--- config.mk ---
export PLATFORM = sky130hd
export DESIGN_NAME = embi_top
export DESIGN_NICKNAME = d
export VERILOG_FILES = /design/src/include/embi_pkg.sv /design/src/rtl/embi_bank_decode.sv /design/src/rtl/embi_top.sv
export SDC_FILE = /design/constraint.sdc
export NUM_CORES = 1
export LEC_CHECK = 0
export ABC_AREA = 1
export BUFFER_PORTS_ARGS = -buffer_cell sky130_fd_sc_hd__buf_2
export CAP_MARGIN = 20
export CORE_AREA = 5 5 124 126
export DETAILED_ROUTE_END_ITERATION = 7
export DIE_AREA = 0 0 129 131
export PLACE_DENSITY = 0.95
export SYNTH_ARGS = -nofsm -noshare
export SYNTH_HDL_FRONTEND = slang
export SYNTH_SLANG_ARGS = --single-unit
export TNS_END_PERCENT = 100
--- constraint.sdc ---
create_clock -name i_clk -period 3.59 [get_ports i_clk]
set_clock_uncertainty 0.15 [all_clocks]
set_input_delay 0.1795 -clock i_clk [delete_from_list [all_inputs] [get_ports i_clk]]
set_output_delay 0.1795 -clock i_clk [all_outputs]
set_load 0.01 [all_outputs]
--- src/include/embi_pkg.sv ---
// Shared constants, types and helpers of the external memory bus interface
package embi_pkg;

   // ==========================================================================
   // Geometry
   // ==========================================================================
   localparam int NUM_BANKS     = 8;
   localparam int ADDR_W        = 25;   // Address pins, offset within a bank
   localparam int SYS_ADDR_W    = 28;   // Eight banks of 32 MB
   localparam int DATA_W        = 32;
   localparam int LANES         = 4;
   localparam int BANK_LSB      = 25;
   localparam int SIZE_BASE_LOG = 18;   // Size code 0 is 256 KB, code 7 is 32 MB
   localparam int SYNC_STAGES   = 3;

   // ==========================================================================
   // Reset values and settle limit
   // ==========================================================================
   localparam logic [3:0] SYNC_RST  = 4'hC;  // {hold_req_n, stretch_n, boot[1:0]}
   localparam logic [1:0] SETTLE_MAX = 2'h3;

   // ==========================================================================
   // Types
   // ==========================================================================
   typedef enum logic [1:0] {
      W8   = 2'b00,
      W16  = 2'b01,
      W32  = 2'b10,
      WTST = 2'b11
   } embi_width_t;

   typedef enum logic [1:0] {
      S_IDLE = 2'b00,
      S_ACC  = 2'b01,
      S_END  = 2'b10,
      S_HOLD = 2'b11
   } embi_state_t;

   typedef struct packed {
      embi_width_t width;    // Ignored for bank 0, which follows the boot pins
      logic [3:0]  cycles;   // Strobe length in clocks, 0 acts as 1
      logic [2:0]  size;     // Region is 2^(18+size) bytes from bank start
   } embi_bank_cfg_t;

   typedef struct packed {
      logic                  we;
      logic [SYS_ADDR_W-1:0] addr;   // Byte address
      logic [DATA_W-1:0]     wdata;
      logic [LANES-1:0]      be;
   } embi_req_t;

   // ==========================================================================
   // Helpers
   // ==========================================================================
   // Reserved code behaves as a full-width bus
   function automatic embi_width_t embi_width_fix(input embi_width_t w);
      return (w == WTST) ? W32 : w;
   endfunction

   function automatic logic [ADDR_W-1:0] embi_pin_addr(input embi_width_t w,
                                                      input logic [ADDR_W-1:0] a);
      case (w)
         W8:      return a;
         W16:     return a >> 1;
         default: return a >> 2;
      endcase
   endfunction

   function automatic logic [LANES-1:0] embi_lanes(input embi_width_t w,
                                                  input logic [1:0] a,
                                                  input logic [LANES-1:0] be);
      case (w)
         W8:      return {3'h0, be[a]};
         W16:     return a[1] ? {2'h0, be[3:2]} : {2'h0, be[1:0]};
         default: return be;
      endcase
   endfunction

   function automatic logic [DATA_W-1:0] embi_wlane(input embi_width_t w,
                                                   input logic [1:0] a,
                                                   input logic [DATA_W-1:0] d);
      case (w)
         W8:      return {24'h0, d[8*a +: 8]};
         W16:     return a[1] ? {16'h0, d[31:16]} : {16'h0, d[15:0]};
         default: return d;
      endcase
   endfunction

   // Narrow read data replicated so every byte lands in its own lane
   function automatic logic [DATA_W-1:0] embi_rlane(input embi_width_t w,
                                                   input logic [DATA_W-1:0] d);
      case (w)
         W8:      return {4{d[7:0]}};
         W16:     return {2{d[15:0]}};
         default: return d;
      endcase
   endfunction

endpackage

--- src/rtl/embi_bank_decode.sv ---
// Bank select decoder: at most one select bit from address and bank sizes, none beyond the bank size
`timescale 1ns/100ps
`default_nettype none
module embi_bank_decode (
   input  wire logic [embi_pkg::SYS_ADDR_W-1:0]                   i_addr,
   input  wire embi_pkg::embi_bank_cfg_t [embi_pkg::NUM_BANKS-1:0] i_bank_cfg,
   output logic [embi_pkg::NUM_BANKS-1:0]                          o_sel
);
   import embi_pkg::*;

   logic [2:0]        bank;
   logic [ADDR_W-1:0] offs;
   logic [ADDR_W-1:0] limit_mask;

   // Offset must stay below the bank's programmed size; at most one bit set
   always_comb begin
      bank       = i_addr[SYS_ADDR_W-1:BANK_LSB];
      offs       = i_addr[ADDR_W-1:0];
      limit_mask = ~((ADDR_W'(1) << (SIZE_BASE_LOG + int'(i_bank_cfg[bank].size))) - ADDR_W'(1));
      o_sel      = '0;
      if ((offs & limit_mask) == '0) begin
         o_sel[bank] = 1'b1;
      end
   end

endmodule // embi_bank_decode
`default_nettype wire

--- src/rtl/embi_top.sv ---
// External memory bus interface: strobes, bank selects, lanes, wait and bus hold
//
// Summary of operation
// - Boot pins 00/01/10 pick bank0 8/16/32, 11 test.
// - Boot pins sampled as reset ends, then frozen; code catches them once the synchroniser has filled after release.
// - 25-bit address pins carry offset within bank.
// - Data pins sampled on reads, driven on writes.
// - Bus width 8/16/32 chooses the active data lanes.
// - Bank select low when address inside bank region.
// - Access cycles and bank size come from configuration.
// - Write strobe low marks a write cycle.
// - Read strobe low marks a read cycle.
// - Byte lane enables, separate write-only lane enables.
// - Hold request low asks to hand over bus.
// - Grant asserted only after bus already released.
// - Stretch input low keeps access from finishing.
`timescale 1ns/100ps
`default_nettype none
module embi_top (
   input  wire logic                                               i_clk,
   input  wire logic                                               i_arst_n,
   input  wire logic [1:0]                                         i_boot_width_mode_pins,
   input  wire embi_pkg::embi_bank_cfg_t [embi_pkg::NUM_BANKS-1:0] i_bank_cfg,
   input  wire logic                                               i_req_valid,
   input  wire embi_pkg::embi_req_t                                i_req,
   output logic                                                    o_req_ready,
   output logic                                                    o_rsp_valid,
   output logic [embi_pkg::DATA_W-1:0]                             o_rsp_rdata,
   output logic                                                    o_boot_done,
   output logic                                                    o_test_mode,
   output logic [embi_pkg::ADDR_W-1:0]                             o_addr,
   output logic                                                    o_addr_oe,
   input  wire logic [embi_pkg::DATA_W-1:0]                        i_data,
   output logic [embi_pkg::DATA_W-1:0]                             o_data,
   output logic                                                    o_data_oe,
   output logic [embi_pkg::NUM_BANKS-1:0]                          o_bank_select_n,
   output logic                                                    o_write_strobe_n,
   output logic                                                    o_read_strobe_n,
   output logic [embi_pkg::LANES-1:0]                              o_write_lane_en_n,
   output logic [embi_pkg::LANES-1:0]                              o_sram_lane_en_n,
   output logic                                                    o_ctrl_oe,
   input  wire logic                                               i_hold_request_n,
   output logic                                                    o_hold_grant_n,
   input  wire logic                                               i_cycle_stretch_n
);
   import embi_pkg::*;

   // ==========================================================================
   // Pin synchronisers
   // ==========================================================================
   logic [3:0] s1_q, s2_q, s3_q, filt_q, filt_d;
   logic [3:0] pins;
   logic       hold_s, stretch_s;

   assign pins = {i_hold_request_n, i_cycle_stretch_n, i_boot_width_mode_pins};

   // A change counts only once the second and third stage agree
   always_comb begin
      filt_d = filt_q;
      for (int i = 0; i < 4; i++) begin
         if (s2_q[i] == s3_q[i]) begin
            filt_d[i] = s3_q[i];
         end
      end
   end

   always_ff @(posedge i_clk or negedge i_arst_n) begin
      if (!i_arst_n) begin
         s1_q   <= SYNC_RST;
         s2_q   <= SYNC_RST;
         s3_q   <= SYNC_RST;
         filt_q <= SYNC_RST;
      end else begin
         s1_q   <= pins;
         s2_q   <= s1_q;
         s3_q   <= s2_q;
         filt_q <= filt_d;
      end
   end

   assign hold_s    = !filt_q[3];
   assign stretch_s = !filt_q[2];

   // ==========================================================================
   // Boot strap capture
   // ==========================================================================
   // Flops cannot load a pin under reset, so the straps are caught once the
   // synchroniser has filled after release and two stages agree.
   logic [1:0]  settle_q, settle_d;
   logic        boot_done_q, boot_done_d;
   logic [1:0]  boot_mode_q, boot_mode_d;
   embi_width_t boot_width;

   always_comb begin
      settle_d    = settle_q;
      boot_done_d = boot_done_q;
      boot_mode_d = boot_mode_q;
      if (settle_q != SETTLE_MAX) begin
         settle_d = settle_q + 2'h1;
      end else if (!boot_done_q && s2_q[1:0] == s3_q[1:0]) begin
         boot_done_d = 1'b1;
         boot_mode_d = s3_q[1:0];
      end
   end

   always_ff @(posedge i_clk or negedge i_arst_n) begin
      if (!i_arst_n) begin
         settle_q    <= 2'h0;
         boot_done_q <= 1'b0;
         boot_mode_q <= 2'h0;
      end else begin
         settle_q    <= settle_d;
         boot_done_q <= boot_done_d;
         boot_mode_q <= boot_mode_d;
      end
   end

   // Test pattern leaves bank 0 at full width
   assign boot_width  = embi_width_fix(embi_width_t'(boot_mode_q));
   assign o_boot_done = boot_done_q;
   assign o_test_mode = boot_done_q && (boot_mode_q == WTST);

   // ==========================================================================
   // Bank decode
   // ==========================================================================
   logic [NUM_BANKS-1:0] dec_sel;
   logic [2:0]           req_bank;
   embi_width_t          req_width;
   logic [3:0]           req_cycles;

   embi_bank_decode embi_bank_decode_i (
      .i_addr     (i_req.addr),
      .i_bank_cfg (i_bank_cfg),
      .o_sel      (dec_sel)
   );

   always_comb begin
      req_bank   = i_req.addr[SYS_ADDR_W-1:BANK_LSB];
      req_width  = (req_bank == 3'h0) ? boot_width : embi_width_fix(i_bank_cfg[req_bank].width);
      req_cycles = (i_bank_cfg[req_bank].cycles == 4'h0) ? 4'h1 : i_bank_cfg[req_bank].cycles;
   end

   // ==========================================================================
   // Access sequencer
   // ==========================================================================
   embi_state_t          state_q, state_d;
   logic [3:0]           cnt_q, cnt_d;
   logic [ADDR_W-1:0]    addr_q, addr_d;
   logic [DATA_W-1:0]    wdata_q, wdata_d, rdata_q, rdata_d;
   logic [NUM_BANKS-1:0] sel_q, sel_d;
   logic [LANES-1:0]     lane_q, lane_d;
   logic                 we_q, we_d, grant_q, grant_d;
   embi_width_t          width_q, width_d;
   logic                 accept, in_acc;

   assign o_req_ready = (state_q == S_IDLE) && boot_done_q && !hold_s;
   assign accept      = i_req_valid && o_req_ready;
   assign in_acc      = (state_q == S_ACC);

   always_comb begin
      state_d = state_q;
      cnt_d   = cnt_q;
      addr_d  = addr_q;
      wdata_d = wdata_q;
      rdata_d = rdata_q;
      sel_d   = sel_q;
      lane_d  = lane_q;
      we_d    = we_q;
      width_d = width_q;
      grant_d = 1'b0;
      case (state_q)
         S_IDLE: begin
            if (hold_s && boot_done_q) begin
               state_d = S_HOLD;
            end else if (accept) begin
               state_d = S_ACC;
               cnt_d   = req_cycles;
               addr_d  = embi_pin_addr(req_width, i_req.addr[ADDR_W-1:0]);
               wdata_d = embi_wlane(req_width, i_req.addr[1:0], i_req.wdata);
               lane_d  = embi_lanes(req_width, i_req.addr[1:0], i_req.be);
               sel_d   = dec_sel;
               we_d    = i_req.we;
               width_d = req_width;
            end
         end
         S_ACC: begin
            if (cnt_q > 4'h1) begin
               cnt_d = cnt_q - 4'h1;
            end else if (!stretch_s) begin
               state_d = S_END;
               if (!we_q) begin
                  rdata_d = embi_rlane(width_q, i_data);
               end
            end
         end
         S_END: begin
            state_d = S_IDLE;
         end
         S_HOLD: begin
            // Grant follows the float by a cycle and leaves before we drive
            grant_d = hold_s;
            if (!hold_s && !grant_q) begin
               state_d = S_IDLE;
            end
         end
         default: begin
            state_d = S_IDLE;
         end
      endcase
   end

   always_ff @(posedge i_clk or negedge i_arst_n) begin
      if (!i_arst_n) begin
         state_q <= S_IDLE;
         cnt_q   <= 4'h0;
         addr_q  <= '0;
         wdata_q <= '0;
         rdata_q <= '0;
         sel_q   <= '0;
         lane_q  <= '0;
         we_q    <= 1'b0;
         width_q <= W8;
         grant_q <= 1'b0;
      end else begin
         state_q <= state_d;
         cnt_q   <= cnt_d;
         addr_q  <= addr_d;
         wdata_q <= wdata_d;
         rdata_q <= rdata_d;
         sel_q   <= sel_d;
         lane_q  <= lane_d;
         we_q    <= we_d;
         width_q <= width_d;
         grant_q <= grant_d;
      end
   end

   // ==========================================================================
   // Pin drive
   // ==========================================================================
   assign o_addr            = addr_q;
   assign o_data            = wdata_q;
   assign o_addr_oe         = (state_q != S_HOLD);
   assign o_ctrl_oe         = (state_q != S_HOLD);
   // Data stays driven through the end cycle for hold time
   assign o_data_oe         = we_q && (in_acc || state_q == S_END);
   assign o_bank_select_n   = ~(sel_q & {NUM_BANKS{in_acc}});
   assign o_write_strobe_n  = !(in_acc && we_q);
   assign o_read_strobe_n   = !(in_acc && !we_q);
   assign o_sram_lane_en_n  = ~(lane_q & {LANES{in_acc}});
   assign o_write_lane_en_n = ~(lane_q & {LANES{in_acc && we_q}});
   assign o_hold_grant_n    = !grant_q;
   assign o_rsp_valid       = (state_q == S_END);
   assign o_rsp_rdata       = rdata_q;
endmodule // embi_top
`default_nettype wire

==> impl_summary.txt <==
----------------------------------------------------
[Run status]
  Status ... complete, but fails checks
  Failing checks ... DRC

[Placed design]
  Instance count after placement with tap cells included ... 1,463
  Port bufs ... 289
  Post-detail-place hpwl ... 17,500 um
  GP Congestion ... 0.887

[Synthesis]
  Most frequently used cell type in the post-synthesis netlist ... nand2_1
  Cell types occupying the most area after synthesis ... dfrtp_1 41%, nand2_1 19%, nor2_1 4.4%
  Flop and latch count out of synthesis ... 130
  Synth Warn # ... 0
  Area share of the largest cell type after synthesis ... 40.6%
  Library cell occupying the most area in the post-synthesis netlist ... dfrtp_1
  Count of flip-flops with a built-in enable after synthesis ... 0
  Leading cell types by count after synthesis ... 372 x nand2_1, 122 x dfrtp_1, 89 x nor2_1
  Most used DFF post-synth ... dfrtp_1
  Mean area per synthesized cell ... 7.31 sq um
  Sequential area share after synthesis ... 43.4%
  Syn Nets ... 1,214
  Cell area after synthesis ... 0.00752 sq mm
  Count of mapped cells out of synthesis ... 1,028
  Async set-or-reset flop fraction in the synthesized netlist ... 100%
  Number of unique standard cell types used by synthesis ... 45

[Floorplanning]
  Chip width ... 129 um
  Boundary Pins ... 291
  Core region area ... 0.0142 sq mm
  Initial core utilization ... 52.9%
  Floorplan die area ... 0.0169 sq mm
  Floorplan die height ... 131 um
  FP Rows ... 44

[Flow run]
  Max-cap violations ... 0

[Routing]
  Number of nets with antenna violations after detailed routing ... 0
  Initial DRC Count ... 1,171
  Via count normalized by instance count ... 5.76
  Total vias in the final route ... 9,270
  Final wirelength ... 30,000 um
  Remaining design rule violation count ... 1
  Post-detailed-route wirelength per cell ... 18.6 um
  Pre-antenna DRT Iters ... 8

[Clock network]
  CTS buffer count ... 17
  Buffer levels on the longest clock path ... 2
  Buffers inserted during post-CTS setup optimization ... 0
  Clock root buffer ... clkbuf_16
  Clock insertion delay at the later pin of the skew report ... 430 ps
  CTS tree ... built
  Clock-pin slew of the registers on the worst-case setup and hold paths ... 60 ps
  Total clock sinks ... 130
  H-tree levels ... 4

[STA]
  Setup repair after global routing missed its margin ... no
  TNS Setup ... 0 ps
  Remaining max-slew budget at the tightest pin ... 29.1%
  FMAX ... 299 MHz
  Final critical path time including I/O delays and setup ... 3340 ps
  Hold Vio Cnt, Final ... 0
  Actual slew at the worst max-slew pin ... 1060 ps
  Post-route worst hold slack ... 13.6 ps
  Setup Viol. Count Final ... 0
  Final number of max-transition violations ... 0
  Period utilisation layout ... 93.1%

[Critical path]
  Crit path launch type ... flip-flop
  Critical R2R Capture ... o_addr[8]
  Kind of capture point of the worst setup path ... flip-flop
  Max stage delay on crit path ... 570 ps
  Data required time of the worst path ... 3770 ps
  List of cells traversed by the critical path ... inv_1 > ha_1 > nand2_1 > nor2_1 > nand2_2 > clkinv_2 > buf_6 > nand3_1 > dlygate4sd3_1 > nor2_1 > dlygate4sd3_1 > nor2_1
  Reg-to-reg startpoint ... state_q[0]
  Reg2reg setup slack ... 250 ps
  Critical-path maximum fanout ... 25
  R2R cell count ... 12
  Category of the critical setup timing path ... reg2reg
  Worst path most repeated cell ... nor2_1
  Arrival time at the worst endpoint ... 3520 ps
  Critical path's slowest cell ... dlygate4sd3_1

[Global route]
  Wire length of the first global-routing pass ... 46,600 um
  Total grt overflow ... 0
  Antenna violations before repair ... 1
  Total track usage ... 35.0%
  Largest net degree at the start of global routing ... 87
  Vias in the first global route ... 9,192

[Min path]
  Destination of the worst hold path ... lane_q[0]
  Hold Crit Depth ... 5
  Hold_sp ... i_req[0]
  Worst Hold Class ... in2reg

[Power and ir drop]
  Leakage power ... 5.64 nW
  Highest ir drop seen on vdd ... 0.537 mV
  Power per Cell Area ... 672 mW/mm^2

[Finish]
  Area added between synthesis and finish ... 42.8%
  Finished Core Util ... 75.6%
  Number of nets in the layout ... 1,595
  Non-filler cells in the finished layout ... 1,608
  Fraction of final layout cells sized beyond drive strength 1 ... 28.2%

----------------------------------------------------
==> kinds of logic after synthesis <==
group	after synthesis	synth area share, %
AOI/OAI and AO/OA	165	13.1
xor gates and xnor gates	3	0.350
adders and majority gates	12	1.93
buffers and inverters	147	8.70
DFF	130	43.4
and+or+nand+nor	571	32.6
==> worst max-delay path: cells and delay by family, from the launching register on <==
family | cells | cell delay (ps)
buffers and inverters | 5 | 1790
flip-flops | 1 | 420
adder cells (fa/ha/maj) | 1 | 220
AND/OR/NAND/NOR | 6 | 660
==> stage by stage <==
stage	instance area [sq um]	setup slack (ps)	power, mW
after global placement	9000	257	4.83
after global routing	10700	80.6	7.58
after floorplan	7520	767	3.91
after detailed placement	9000	121	4.94
final	10700	249	7.21
after CTS	10700	206	6.99
==> flip-flops by register name, indices dropped and copies added, names as in the netlist, 4 cells and up <==
| register | count |
|---|---|
| cnt_q | 4 |
| lane_q | 4 |
| o_addr | 25 |
| o_data | 32 |
| o_rsp_rdata | 32 |
| s1_q | 4 |
| s2_q | 4 |
| s3_q | 4 |
| sel_q | 8 |
==> routing by layer <==
metal  global-route usage, %  share of wire, %  vias up
met5                       0                 0        -
met4                    17.2               4.9        0
met3                    8.78                10      170
met2                    59.2                49      772
met1                    41.6                36     4273
li1                        -                 -     4055
==> worst max path at each step <==
stage | slack [ps] | startpoint | cells after the start | end
floorplan | 770 | i_req[63] | 20 | sel_q[0]
global placement | 260 | i_req[61] | 20 | sel_q[4]
detailed placement | 120 | i_req[61] | 20 | sel_q[3]
CTS | 210 | state_q[1] | 12 | o_addr[8]
global route | 80 | state_q[0] | 12 | o_addr[8]
finish | 250 | state_q[0] | 12 | o_addr[8]
==> layout by cell type (no fill, tap or decap), types with 9 or more instances in the layout <==
master / n
ha_1: 10
inv_1: 84
dfrtp_1: 122
o21ai_1: 15
inv_2: 11
o21ai_0: 61
buf_4: 9
nand3_1: 54
a22o_1: 9
o21ai_2: 10
clkbuf_16: 17
dlygate4sd3_1: 111
nand2_1: 371
buf_2: 288
nand4_1: 10
a21oi_1: 40
nor2_1: 89
nor2_2: 21
==> where the power goes <==
part           leakage, nW  switching, mW  internal (mW)
Sequential            1.54          0.402           2.02
Clock                0.298          0.677           1.18
Combinational         3.80           1.80           1.14
Total                 5.64           2.88           4.33
==> area by class of cell <==
| cell class | instances | area (sq um) |
|---|---|---|
| diodes | 2 | 5.00 |
| clock buffers | 22 | 454 |
| clock inverters | 10 | 160 |
| fillers | 902 | 3470 |
| inverters | 99 | 375 |
| multi-input cells | 751 | 3600 |
| flip-flops and latches | 130 | 3260 |
| well taps | 184 | 230 |
| repair buffers | 410 | 2640 |
==> timing repair <==
action | 4_1_cts | 5_1_grt
hold buffers | 111 | 0
gates resized for setup | 0 | 2
hold endpoints to repair | 169 | 0
setup endpoints to repair | 0 | 1
Power figures use the tool's default switching activity.
